==> config.mk <==
export PLATFORM = sky130hd
export DESIGN_NAME = radio_link
export DESIGN_NICKNAME = d
export VERILOG_FILES = /design/src/design/radio_link_pkg.sv /design/src/design/radio_link.sv
export SDC_FILE = /design/constraint.sdc
export NUM_CORES = 1
export LEC_CHECK = 0
export ABC_CLOCK_PERIOD_IN_PS = 10600
export BUFFER_PORTS_ARGS = -buffer_cell sky130_fd_sc_hd__buf_2
export CAP_MARGIN = 10
export CORE_MARGIN = 2
export CORE_UTILIZATION = 48
export CTS_CLUSTER_DIAMETER = 60
export DETAILED_ROUTE_END_ITERATION = 10
export GPL_TIMING_DRIVEN = 0
export PLACE_DENSITY = 0.66
export SKIP_CTS_REPAIR_TIMING = 1
export SYNTH_ARGS = -nofsm -noshare
export SYNTH_HDL_FRONTEND = slang
export SYNTH_SLANG_ARGS = --single-unit
==> constraint.sdc <==
create_clock -name clk -period 10.6 [get_ports clk]
set_input_delay 1.06 -clock clk [delete_from_list [all_inputs] [get_ports clk]]
set_output_delay 1.06 -clock clk [all_outputs]
set_load 0.005 [all_outputs]
==> src/design/radio_link_pkg.sv <==
// Constants for the multi-pipe auto-acknowledge link sequencer.
// Assumes a 200 MHz system clock; no timescale in packages.
package radio_link_pkg;
  // ==========================================
  // Register offsets (byte addresses)
  localparam logic [5:0] control_off = 6'h00;
  localparam logic [5:0] pipe_enable_off = 6'h04;
  localparam logic [5:0] pipe_zero_addr_lo_off = 6'h08;
  localparam logic [5:0] pipe_zero_addr_hi_off = 6'h0c;
  localparam logic [5:0] shared_addr_off = 6'h10;
  localparam logic [5:0] pipe_lsb_off = 6'h14;
  localparam logic [5:0] tx_addr_lo_off = 6'h18;
  localparam logic [5:0] tx_addr_hi_off = 6'h1c;
  localparam logic [5:0] status_off = 6'h20;
  localparam logic [5:0] ack_addr_lo_off = 6'h24;
  localparam logic [5:0] ack_addr_hi_off = 6'h28;
  localparam logic [5:0] wait_cfg_off = 6'h2c;
  // ==========================================
  // Control field positions
  localparam int ctl_chip_enable = 0;
  localparam int ctl_primary_rx = 1;
  localparam int ctl_auto_ack = 2;
  localparam int ctl_crc_on = 3;
  // Status field positions (bits 0-2 write one to clear)
  localparam int st_rx_data_ready = 0;
  localparam int st_tx_data_sent = 1;
  localparam int st_max_retry = 2;
  localparam int st_pipe_lo = 4;
  // ==========================================
  // Reset values
  localparam logic [5:0] pipe_enable_reset = 6'h03;
  localparam logic [31:0] control_reset = 32'h0000_0000;
  localparam logic [39:0] pipe_zero_reset = 40'he7e7e7e7e7;
  localparam logic [31:0] shared_reset = 32'hc2c2c2c2;
  localparam logic [7:0] pipe_lsb_reset = 8'hc2;
  localparam logic [31:0] wait_cfg_reset = 32'h0000_0003;
  // ==========================================
  // Timing
  localparam int clk_mhz = 200;
  localparam int ce_min_us = 10;
  localparam int settle_us = 130;
  localparam int ce_min_cycles = ce_min_us * clk_mhz;
  localparam int settle_cycles = settle_us * clk_mhz;
  localparam int retry_step_us = 250;
  localparam int retry_step_cycles = retry_step_us * clk_mhz;
  // ==========================================
  typedef enum logic [2:0] {
    st_idle = 3'b000,
    st_settle = 3'b001,
    st_send = 3'b011,
    st_listen = 3'b010,
    st_receive = 3'b110,
    st_backoff = 3'b111,
    st_ack_send = 3'b101
  } link_state_type;
endpackage
==> src/design/radio_link.sv <==
// Auto-acknowledge link sequencer with six receive pipes and retransmission.
// Assumes an Avalon-MM master with waitrequest and a radio front end that
// flags address matches, packet ends and transmit completion as pulses.
//
// Overview of operation
// RULE1 - Receiver offers six logical pipes on one channel, each with own address.
// RULE2 - Incoming address compared against all enabled pipes at the same time.
// RULE3 - While one pipe receives, no other pipe may start until packet ends.
// RULE4 - CRC, width, channel, rate, gain shared; CRC forced on with auto ack.
// RULE5 - Each pipe has its own enable bit; pipes 0 and 1 enabled after reset.
// RULE6 - Pipe 0 has full address; pipes 1-5 share four upper bytes.
// RULE7 - Controller must give every pipe a distinct address.
// RULE8 - Acknowledgement destination is the address of the accepting pipe.
// RULE9 - Transmitter software sets destination and pipe 0 address equal.
// RULE10 - Every autonomous sequence ends by raising the radio interrupt; none if the final send gets a bad-CRC reply before its timer ends.
// RULE11 - Chip enable held at least 10 us; sending starts 130 us later.
// RULE12 - After a send expecting acknowledgement, switch to receive and wait.
// RULE13 - Receiver raises interrupt on a packet, then sends the acknowledgement.
// RULE14 - Transmitter on acknowledgement raises interrupt and drops the packet.
// RULE15 - Receive-ready on packet; data-sent on transmitter only after acknowledgement.
// RULE16 - No acknowledgement in the wait slot means the same packet is resent.
// RULE17 - Address match during wait keeps receive mode until packet ends.
// RULE18 - Receiver data-sent for payload acknowledgement waits for next packet.
// RULE19 - Several transmitters should use differing retransmit delays.
// RULE20 - Controller waits at least 130 us between transactions.
// RULE21 - Controller starts operation by raising the chip enable bit.
// RULE22 - No acknowledgement for a packet with skip-acknowledge set.
// RULE23 - Packets matching only disabled pipes are ignored completely; in transmit mode any address is taken while awaiting acknowledgement.
`timescale 1ns/10ps
`default_nettype none
module radio_link #(
  parameter int settle_count = radio_link_pkg::settle_cycles,
  parameter int ce_min_count = radio_link_pkg::ce_min_cycles,
  parameter int retry_step_count = radio_link_pkg::retry_step_cycles
) (
  input wire logic clk,
  input wire logic reset_n,
  input wire logic [5:0] avs_address,
  input wire logic avs_read,
  input wire logic avs_write,
  input wire logic [31:0] avs_writedata,
  output logic [31:0] avs_readdata,
  output logic avs_waitrequest,
  input wire logic [39:0] rx_addr_in,
  input wire logic rx_addr_valid,
  input wire logic rx_packet_end,
  input wire logic rx_crc_ok,
  input wire logic rx_skip_ack,
  input wire logic rx_ack_has_payload,
  input wire logic tx_done,
  input wire logic tx_fifo_nonempty,
  output logic tx_fifo_pop,
  output logic rx_fifo_push,
  output logic [2:0] rx_fifo_pipe,
  output logic radio_tx_on,
  output logic radio_rx_on,
  output logic crc_forced_on,
  output logic [39:0] tx_dest_addr,
  output logic radio_interrupt
);
  import radio_link_pkg::*;
  // ==========================================
  // Register file
  logic [31:0] radio_control_reg;
  logic [5:0] pipe_enable_bits;
  logic [39:0] pipe_zero_rx_address;
  logic [31:0] shared_upper;
  logic [7:0] pipe_lsb [1:5];
  logic [39:0] tx_addr;
  logic [39:0] ack_addr;
  logic [3:0] retransmit_delay;
  logic [3:0] retry_limit;
  logic rx_data_ready_irq, tx_data_sent_irq, max_retry_irq;
  logic [2:0] last_pipe;
  logic rd_phase;
  link_state_type state;
  logic [31:0] timer;
  logic [3:0] retry_count;
  logic [2:0] cur_pipe;
  logic pending_payload_ack;
  logic ce_ok;
  logic [31:0] ce_count;
  logic set_rx, set_tx, set_max;
  logic [5:0] match;
  logic match_any;
  logic [2:0] match_pipe;
  logic bus_wr;
  // Full address of one pipe; pipes 1-5 built from the shared bytes
  function automatic logic [39:0] pipe_address(input logic [2:0] p, input logic [39:0] p0,
      input logic [31:0] up, input logic [7:0] lsb);
    pipe_address = (p == 3'h0) ? p0 : {up, lsb}; // RULE6
  endfunction
  // Lowest set bit to pipe number; distinct addresses make it one-hot
  function automatic logic [2:0] pipe_index(input logic [5:0] m);
    pipe_index = 3'h0;
    for (int i = 5; i >= 0; i--) begin
      if (m[i]) begin
        pipe_index = 3'(i);
      end
    end
  endfunction
  // ==========================================
  // Parallel address compare
  always_comb begin
    for (int i = 0; i < 6; i++) begin
      match[i] = pipe_enable_bits[i] && // RULE5 RULE23
        (rx_addr_in == pipe_address(3'(i), pipe_zero_rx_address, shared_upper,
        pipe_lsb[(i == 0) ? 1 : i])); // RULE1 RULE2
    end
  end
  assign match_any = |match;
  assign match_pipe = pipe_index(match);
  // ==========================================
  // Avalon slave: one wait cycle on reads, writes taken at once
  assign bus_wr = avs_write;
  assign avs_waitrequest = avs_read && !rd_phase;
  always_ff @(posedge clk or negedge reset_n) begin
    if (!reset_n) begin
      rd_phase <= 1'b0;
      avs_readdata <= 32'h0000_0000;
    end else begin
      rd_phase <= avs_read && !rd_phase;
      if (avs_read && !rd_phase) begin
        case (avs_address)
          control_off: avs_readdata <= radio_control_reg;
          pipe_enable_off: avs_readdata <= {26'h0, pipe_enable_bits};
          pipe_zero_addr_lo_off: avs_readdata <= pipe_zero_rx_address[31:0];
          pipe_zero_addr_hi_off: avs_readdata <= {24'h0, pipe_zero_rx_address[39:32]};
          shared_addr_off: avs_readdata <= shared_upper;
          pipe_lsb_off: avs_readdata <= {pipe_lsb[4], pipe_lsb[3], pipe_lsb[2], pipe_lsb[1]};
          tx_addr_lo_off: avs_readdata <= tx_addr[31:0];
          tx_addr_hi_off: avs_readdata <= {24'h0, tx_addr[39:32]};
          status_off: avs_readdata <= {pipe_lsb[5], 17'h0, last_pipe, 1'b0,
            max_retry_irq, tx_data_sent_irq, rx_data_ready_irq};
          ack_addr_lo_off: avs_readdata <= ack_addr[31:0];
          ack_addr_hi_off: avs_readdata <= {24'h0, ack_addr[39:32]};
          wait_cfg_off: avs_readdata <= {24'h0, retry_limit, retransmit_delay};
          default: avs_readdata <= 32'h0000_0000;
        endcase
      end
    end
  end
  always_ff @(posedge clk or negedge reset_n) begin
    if (!reset_n) begin
      radio_control_reg <= control_reset;
      pipe_enable_bits <= pipe_enable_reset; // RULE5
      pipe_zero_rx_address <= pipe_zero_reset;
      shared_upper <= shared_reset;
      for (int i = 1; i <= 5; i++) begin
        pipe_lsb[i] <= pipe_lsb_reset + 8'(i - 1);
      end
      tx_addr <= pipe_zero_reset;
      retransmit_delay <= wait_cfg_reset[3:0];
      retry_limit <= wait_cfg_reset[7:4];
    end else if (bus_wr) begin
      case (avs_address)
        control_off: radio_control_reg <= {28'h0, avs_writedata[3:0]}; // RULE21
        pipe_enable_off: pipe_enable_bits <= avs_writedata[5:0];
        pipe_zero_addr_lo_off: pipe_zero_rx_address[31:0] <= avs_writedata;
        pipe_zero_addr_hi_off: pipe_zero_rx_address[39:32] <= avs_writedata[7:0];
        shared_addr_off: shared_upper <= avs_writedata;
        pipe_lsb_off: begin
          for (int i = 1; i <= 4; i++) begin
            pipe_lsb[i] <= avs_writedata[8*i-8 +: 8];
          end
        end
        status_off: pipe_lsb[5] <= avs_writedata[31:24];
        tx_addr_lo_off: tx_addr[31:0] <= avs_writedata;
        tx_addr_hi_off: tx_addr[39:32] <= avs_writedata[7:0];
        wait_cfg_off: begin
          retransmit_delay <= avs_writedata[3:0];
          retry_limit <= avs_writedata[7:4];
        end
        default: ;
      endcase
    end
  end
  // ==========================================
  // Sticky flags: hardware set wins over a write-one clear
  always_ff @(posedge clk or negedge reset_n) begin
    if (!reset_n) begin
      rx_data_ready_irq <= 1'b0;
      tx_data_sent_irq <= 1'b0;
      max_retry_irq <= 1'b0;
    end else begin
      rx_data_ready_irq <= set_rx || (rx_data_ready_irq &&
        !(bus_wr && avs_address == status_off && avs_writedata[st_rx_data_ready]));
      tx_data_sent_irq <= set_tx || (tx_data_sent_irq &&
        !(bus_wr && avs_address == status_off && avs_writedata[st_tx_data_sent]));
      max_retry_irq <= set_max || (max_retry_irq &&
        !(bus_wr && avs_address == status_off && avs_writedata[st_max_retry]));
    end
  end
  assign radio_interrupt = rx_data_ready_irq | tx_data_sent_irq | max_retry_irq; // RULE10
  assign crc_forced_on = radio_control_reg[ctl_crc_on] | radio_control_reg[ctl_auto_ack]; // RULE4
  // ==========================================
  // Chip enable hold time
  // Count is kept outside idle so a drop after the minimum hold does not abort
  assign ce_ok = ce_count >= 32'(ce_min_count); // RULE11
  always_ff @(posedge clk or negedge reset_n) begin
    if (!reset_n) begin
      ce_count <= 32'h0;
    end else if (state == st_idle && !radio_control_reg[ctl_chip_enable]) begin
      ce_count <= 32'h0;
    end else if (radio_control_reg[ctl_chip_enable] && ce_count < 32'(ce_min_count)) begin
      ce_count <= ce_count + 32'h1;
    end
  end
  // ==========================================
  // Transaction sequencer
  always_comb begin
    set_rx = 1'b0;
    set_tx = 1'b0;
    set_max = 1'b0;
    if (state == st_receive && rx_packet_end && rx_crc_ok) begin
      // An empty acknowledgement on the transmitter raises data-sent only
      set_rx = radio_control_reg[ctl_primary_rx] || rx_ack_has_payload; // RULE13 RULE15
      if (radio_control_reg[ctl_primary_rx]) begin
        set_tx = pending_payload_ack; // RULE18
      end else begin
        set_tx = 1'b1; // RULE14 RULE15
      end
    end
    if (state == st_backoff && timer == 32'h0 && retry_count >= retry_limit) begin
      set_max = 1'b1; // RULE10
    end
  end
  assign tx_fifo_pop = state == st_receive && rx_packet_end && rx_crc_ok &&
    !radio_control_reg[ctl_primary_rx]; // RULE14
  assign rx_fifo_push = state == st_receive && rx_packet_end && rx_crc_ok &&
    radio_control_reg[ctl_primary_rx];
  assign radio_tx_on = state == st_send || state == st_ack_send;
  assign radio_rx_on = state == st_listen || state == st_receive;
  assign rx_fifo_pipe = cur_pipe;
  assign tx_dest_addr = (state == st_ack_send) ? ack_addr : tx_addr; // RULE8 RULE9
  always_ff @(posedge clk or negedge reset_n) begin
    if (!reset_n) begin
      state <= st_idle;
      timer <= 32'h0;
      retry_count <= 4'h0;
      cur_pipe <= 3'h0;
      last_pipe <= 3'h0;
      ack_addr <= 40'h0;
      pending_payload_ack <= 1'b0;
    end else begin
      case (state)
        st_idle: begin
          if (radio_control_reg[ctl_primary_rx] && radio_control_reg[ctl_chip_enable]) begin
            state <= st_settle;
            timer <= 32'(settle_count);
          end else if (radio_control_reg[ctl_chip_enable] && tx_fifo_nonempty) begin
            state <= st_settle;
            timer <= 32'(settle_count); // RULE11
            retry_count <= 4'h0;
          end
        end
        st_settle: begin
          // Settling runs from the rise of chip enable; a too short pulse aborts only in transmit mode
          if (!radio_control_reg[ctl_primary_rx] && !radio_control_reg[ctl_chip_enable] &&
              !ce_ok) begin
            state <= st_idle; // RULE11
          end else if (timer != 32'h0) begin
            timer <= timer - 32'h1;
          end else begin
            state <= radio_control_reg[ctl_primary_rx] ? st_listen : st_send;
          end
        end
        st_send: begin
          if (tx_done) begin
            state <= st_listen; // RULE12
            timer <= 32'(retry_step_count) * (32'(retransmit_delay) + 32'h1);
          end
        end
        st_listen: begin
          if (!radio_control_reg[ctl_chip_enable] && radio_control_reg[ctl_primary_rx]) begin
            state <= st_idle;
          end else if (rx_addr_valid && (match_any || !radio_control_reg[ctl_primary_rx])) begin
            state <= st_receive; // RULE3 RULE17 RULE23
            cur_pipe <= match_pipe;
            ack_addr <= pipe_address(match_pipe, pipe_zero_rx_address, shared_upper,
              pipe_lsb[(match_pipe == 3'h0) ? 3'h1 : match_pipe]); // RULE8
          end else if (!radio_control_reg[ctl_primary_rx]) begin
            if (timer != 32'h0) begin
              timer <= timer - 32'h1;
            end else begin
              state <= st_backoff; // RULE16
            end
          end
        end
        st_receive: begin
          if (rx_packet_end) begin
            if (!rx_crc_ok) begin
              state <= radio_control_reg[ctl_primary_rx] ? st_listen : st_backoff;
            end else if (radio_control_reg[ctl_primary_rx]) begin
              last_pipe <= cur_pipe;
              pending_payload_ack <= 1'b0;
              state <= (radio_control_reg[ctl_auto_ack] && !rx_skip_ack)
                ? st_ack_send : st_listen; // RULE13 RULE22
              pending_payload_ack <= rx_ack_has_payload && !rx_skip_ack;
            end else begin
              state <= st_idle;
            end
          end
        end
        st_backoff: begin
          if (retry_count >= retry_limit) begin
            state <= st_idle;
          end else begin
            retry_count <= retry_count + 4'h1;
            state <= st_send; // RULE16
          end
        end
        st_ack_send: begin
          if (tx_done) begin
            state <= st_listen;
          end
        end
        default: state <= st_idle;
      endcase
    end
  end
endmodule
`default_nettype wire

# After elaboration in Yosys (flattened, before gate mapping)
# Index checks and enable logic that the tools add are counted.
classes:
  n_addsub: 4
  n_mul: 1
  order_cmp: 4
  eq_ne: 37
  n_mux: 49
  n_bitwise: 5
  n_reduce_logical: 70
ops:
  columns: ["op", "n"]
  rows:
  - ["$pmux 32 s12", 1]
  - ["$mux 32", 10]
  - ["$eq 40x40->1", 6]
  - ["$pmux 32 s4", 1]
  - ["$mux 40", 2]
  - ["$mux 3", 21]
  - ["$add 32x1->32 const B", 1]
  - ["$ge 32x11->1 const B", 1]
  - ["$logic_not 32->1", 1]
  - ["$lt 32x11->1 const B", 1]
  - ["$reduce_bool 32->1", 1]
  - ["$sub 32x1->32 const B", 1]
  - ["$logic_and 1x1->1", 30]
  - ["$bmux 8 s3", 1]
  - ["$eq 6x5->1 const B", 4]
  - ["$eq 6x6->1 const B", 4]
  - ["$reduce_and 2->1", 10]
  - ["$pmux 3 s6", 1]
  - ["$mul 12x5->17 const A", 1]
  - ["$mux 8", 2]
  - ["$ne 2x2->1 const B", 8]
  - ["$eq 6x4->1 const B", 2]
  - ["$mux 4", 3]
  - ["$eq 3x3->1 const B", 3]
  - ["other kinds (29)", 54]
totals:
  reg_bits: 324
  inputBits: 89
  word_cells: 197

# Longest topological paths before layout
depth:
  word_depth: 15
  mapped_depth: 17
  ltp_nobuf: 16

# Least setup slack after synthesis
# No wires, ideal clock.
synth_path:
  path_type: "reg2reg"
  start: "register retransmit_delay[0]"
  end: "register timer[19]"
  setup_ns: 0.129
  arrival_time_ns: 3.684
  required_time_ns: 10.471
  setup_slack_ns: 6.787
  stages_incl_launch_ff: 16
  period_less_slack_ns: 3.813
  cell_sequence: "dfstp_2 -> clkbuf_1 -> nand3_1 -> xnor2_1 -> ha_1 -> ha_1 -> ha_1 -> ha_1 -> nand3_1 -> o211ai_1 -> o41ai_1 -> o21ai_0 -> a31oi_1 -> xnor2_1 -> a32oi_1 -> o21ai_0"
synth_between:
  elab_chain_cells: 4
synth_rtl:
  columns: ["element", "line_no", "text"]
  rows:
  - ["start, declared", "radio_link.sv:71", "logic [3:0] retransmit_delay;"]
  - ["start signal, assigned", "radio_link.sv:153", "retransmit_delay <= wait_cfg_reset[3:0];"]
  - ["start signal, assigned", "radio_link.sv:171", "retransmit_delay <= avs_writedata[3:0];"]
  - ["$add 4x1->5", "radio_link.sv:271", "timer <= 32'(retry_step_count) * (32'(retransmit_delay) + 32'h1);"]
  - ["$mul 12x5->17", "radio_link.sv:271", null]
  - ["$mux 32", "radio_link.sv:269", "if (tx_done) begin"]
  - ["$pmux 32 s4", "radio_link.sv:246", "case (state)"]
  - ["end signal, assigned", "radio_link.sv:250", "timer <= 32'(settle_count);"]
  - ["end signal, assigned", "radio_link.sv:253", "timer <= 32'(settle_count);"]
  - ["end signal, assigned", "radio_link.sv:271", null]
  - ["end, declared", "radio_link.sv:77", "logic [31:0] timer;"]
# No other way between the ends. The select of a mux whose other input is x is not followed.
# A chain may end at the register's enable or synchronous reset.

# Worst setup path in the final report
# Same ends and word-level chain as after synthesis.

==> results list <==
* Cell family with most CP delay: compound AO/OA/AOI/OAI gates
- The most common cell in the synthesized netlist is sky130_fd_sc_hd__dfrtp_1.
- Core Region: between 0.03 and 0.04 mm²
- Between clock sinks in the finished design, the worst skew comes to ~20 ps.
- CTS placed an instance of sky130_fd_sc_hd__clkbuf_16 at the clock tree root.
- Summing the sequential cell areas from Yosys gives between 40% and 50% of the chip area.
* Net switching component of the power: approximately 0.0016 W
* # nets final: 2039
- The worst setup path is captured at a flip-flop.
- Power per cell area: about 210 mW/mm²
* Maximum capacitance violations: 0
- Adding up every negative setup slack in the final design gives 0 ps.
- DRT Pass-1 Iters: 6
* Count of state elements after synthesis: 324
- R2r worst-path depth: 17
- Routability Congestion: 1.00
* TritonCTS clock tree: done
* Overall power: 0.00433 W
- Initial detailed-routing violation count: between 1000 and 1500
- The largest total area in the synthesized netlist belongs to sky130_fd_sc_hd__dfrtp_1.
* Worst vdd ir: between 0.15 and 0.2 mV
- In the global route stage, overall resource usage came out at between 30% and 40%.
- Internal Dissipation: 0.00277 W
* Fraction of synthesis flops using an asynchronous set or reset pin: 100%
- Share of power burned in the clock network: a little under a third
- Dpl ws: around 6100 ps
- In the final routed layout, each cell accounts on average for 25.7 µm.
* Cell area after layout: approximately 0.021 mm²
* Via count of the first global-routing pass: about 15000
- Layout cells sized above 1: 29.7%
- Maximum number of pins on one net before global-route repair: between 100 and 150
* Top area cells in the synthesized netlist: sky130_fd_sc_hd__dfrtp_1 (32%), sky130_fd_sc_hd__dfstp_2 (14%), sky130_fd_sc_hd__mux2_2 (13%)
- After floorplanning, the core was divided into 71 placement rows.
- Summed over its instances, the top area cell type makes up between 30% and 40% of the synthesized netlist area.
* Routed wire length: between 60000 and 70000 µm
* Setup repair after global routing missed its margin: no
- Max clock buf depth: 3
* Most frequent cell on the critical path: sky130_fd_sc_hd__inv_1
- The critical path crosses 17 cells after its start point.
* Number of library cell types mapped by synthesis: 76
- between 150 and 200 I/O pins were placed.
* Initial core utilization: a little under 50%
- The number of clock buffers added by TritonCTS is just over 40.
- Worst-margin pin slew: 1210 ps
- Synth Area per Inst: about 11 µm²
- The die covers 0.0393 mm².
* Clock slew at the register clock pins of the worst setup and hold paths: 60 ps
- TritonCTS Sinks: 324
- The number of pins exceeding their max-slew limit in the final report came to 0.
- Startpoint of the most critical setup path: retransmit_delay[0]
* R2R Setup Slk: ~6000 ps
* Estimated wirelength of the detail-placed design: roughly 48000 µm
- Logic pwr share: ~28%
- In this run the remaining antenna-violating nets after routing total 0.
* Fin crit share: 43.4%
* Final core occ: 55.9%
- Die Y: around 200 µm
- In the routed layout, each cell is associated on average with a via count of 6.20.
- Headroom to the max-slew limit came out at 18.4%.
- Summing every instance area after synthesis gives around 0.018 mm².
- Worst EP required: about 11000 ps
- LEAKAGE: roughly 9.5 nW
- The clock tree synthesis step divided the H-tree into 2 levels.
* Arrival @ worst endpoint: between 5000 and 6000 ps
- The later pin in the worst-skew pair is clocked with a latency of about 550 ps.
- Post-synth net total: 1836
- The worst register-to-register path ends at timer[19].
* Count of endpoints failing setup in the final report: 0
* Slowest Stage Delay on Critical Path: between 500 and 600 ps
- Reg-to-reg startpoint: retransmit_delay[0]
- Setup Crit Path Kind: flip-flop to flip-flop
- Synthesis-to-layout area growth: 15.5%
- Leading cell types by count after synthesis: sky130_fd_sc_hd__dfrtp_1 (230), sky130_fd_sc_hd__mux2_2 (210), sky130_fd_sc_hd__nand2_1 (152)
* Detailed-route via count: ~15000
- The run finished with clean final reports.
* Startpoint types: flip-flop
- Among all flip-flop cells after synthesis, the most frequent one is sky130_fd_sc_hd__dfrtp_1.
- Largest fanout on the critical path: 7
* Critical-path cell with the highest stage delay: sky130_fd_sc_hd__dfstp_2
* Bufs and invs on worst path: 5
- Width of the chip: around 200 µm
- The critical path ends at timer[19].
* Maximum frequency from static timing analysis: between 200 and 250 MHz
- The worst path meets setup with 6000 ps of slack.
- Number of design rule violations left after detail routing: 0
- The first global-routing pass estimated between 90000 and 100000 µm of wire.
- The total count of hold-check failures in the final report came to 0.
- For this run the aggregate overflow at the end of global routing stands at 0.
- The worst path in the final design needs a cycle of between 4000 and 5000 ps, including I/O delays and setup.
- Placement-stage cell area: between 0.015 and 0.02 mm²
- Worst-path cell chain: clkbuf_1, inv_1, ha_1, inv_1, ha_1, inv_1, fa_1, inv_1, ha_1, a21oi_1, o211ai_1, o41ai_1, o21ai_0, a31oi_1, xnor2_1, a32oi_1, o21ai_0
- Switching power as a share of total power: 36.1%
* Worst Hold Class: flip-flop to flip-flop
* Synthesis Warnings: 0
- In the synthesized netlist, the number of instances is 1709.
- Counting flops with a built-in enable in the synthesized netlist gives 0.
- Number of antenna violations at the first check in global routing: 7
- Portion of total power attributed to sequential cells: 40.6%
* Port Buffers: ~160
==> worst min path at each step <==
stage,start,to,cells past startpoint
6_report,last_pipe[1],last_pipe[1],2
2_1_floorplan,last_pipe[0],last_pipe[0],2
5_1_grt,timer[21],timer[21],1
4_1_cts,timer[24],timer[24],1
3_3_place_gp,timer[30],timer[30],1
3_5_place_dp,last_pipe[1],last_pipe[1],2
==> worst reg2reg max path: cells and delay by family (launching register included) <==
family / cells / cell delay, ps
buf+inv: 5 / 870
flops: 1 / 560
fa+ha+maj: 4 / 1270
xor+xnor: 1 / 180
compound gates: 7 / 1660
==> layer usage <==
metal  up-vias  GRT usage, %  wire length [µm]
li1       6768             -                 -
met1      7615          42.9             26500
met2       653          51.4             28800
met3       173          5.96              4720
met4         8          14.7              2980
met5         -             0                43
==> cell usage in the layout (no fill, tap or decap), drive strengths merged, types with 4 or more instances in the layout <==
cell type,n
a222oi,30
xor2,40
o21ai,101
or3,11
clkinv,6
a22oi,54
nor2b,7
or2,4
nor3,30
o22ai,15
o41ai,5
xnor2,92
a21o,9
nand4b,4
mux2i,49
nor4,28
nand2,152
dfrtp,230
mux2,210
buf,206
a221oi,10
and3,13
and2,8
clkbuf,107
nor2,92
dfstp,94
nand4,29
nand3,51
inv,36
nand2b,14
a21oi,50
a31oi,15
a211o,8
o31ai,12
a22o,36
ha,37
==> per-stage QoR <==
stage                     instances  hold WS, ps
after detailed placement       2380          474
final                          2455          487
after CTS                      2452          489
after global placement         2377          462
after global routing           2454          512
after floorplan                1709          445
==> power groups by stage <==
stage               Clock, W  Sequential [W]  Combinational [W]
floorplan                  0         0.00165           0.000840
global placement           0         0.00176            0.00118
detailed placement         0         0.00177            0.00120
CTS                  0.00137         0.00175            0.00121
global route         0.00143         0.00178            0.00135
finish               0.00136         0.00176            0.00121
==> layout make-up <==
type                    count  area [µm²]
multi-input cells        1261        9350
plain buffers              93         418
well taps                 511         639
flip-flops and latches    324        8230
clock buffers              60        1210
clock inverters            12         100
fillers                  3319       16500
repair buffers            160         856
inverters                  31         116
diodes                      3        7.51
==> kinds of logic after synthesis <==
family | share of synthesized area (%)
muxes | 15.8
xor gates and xnor gates | 6.38
AOI/OAI and AO/OA | 14.4
adders and majority gates | 2.67
buffers and inverters | 2.95
DFF | 45.4
and+or+nand+nor | 12.4
No activity file was read; power rests on OpenSTA's default activity.
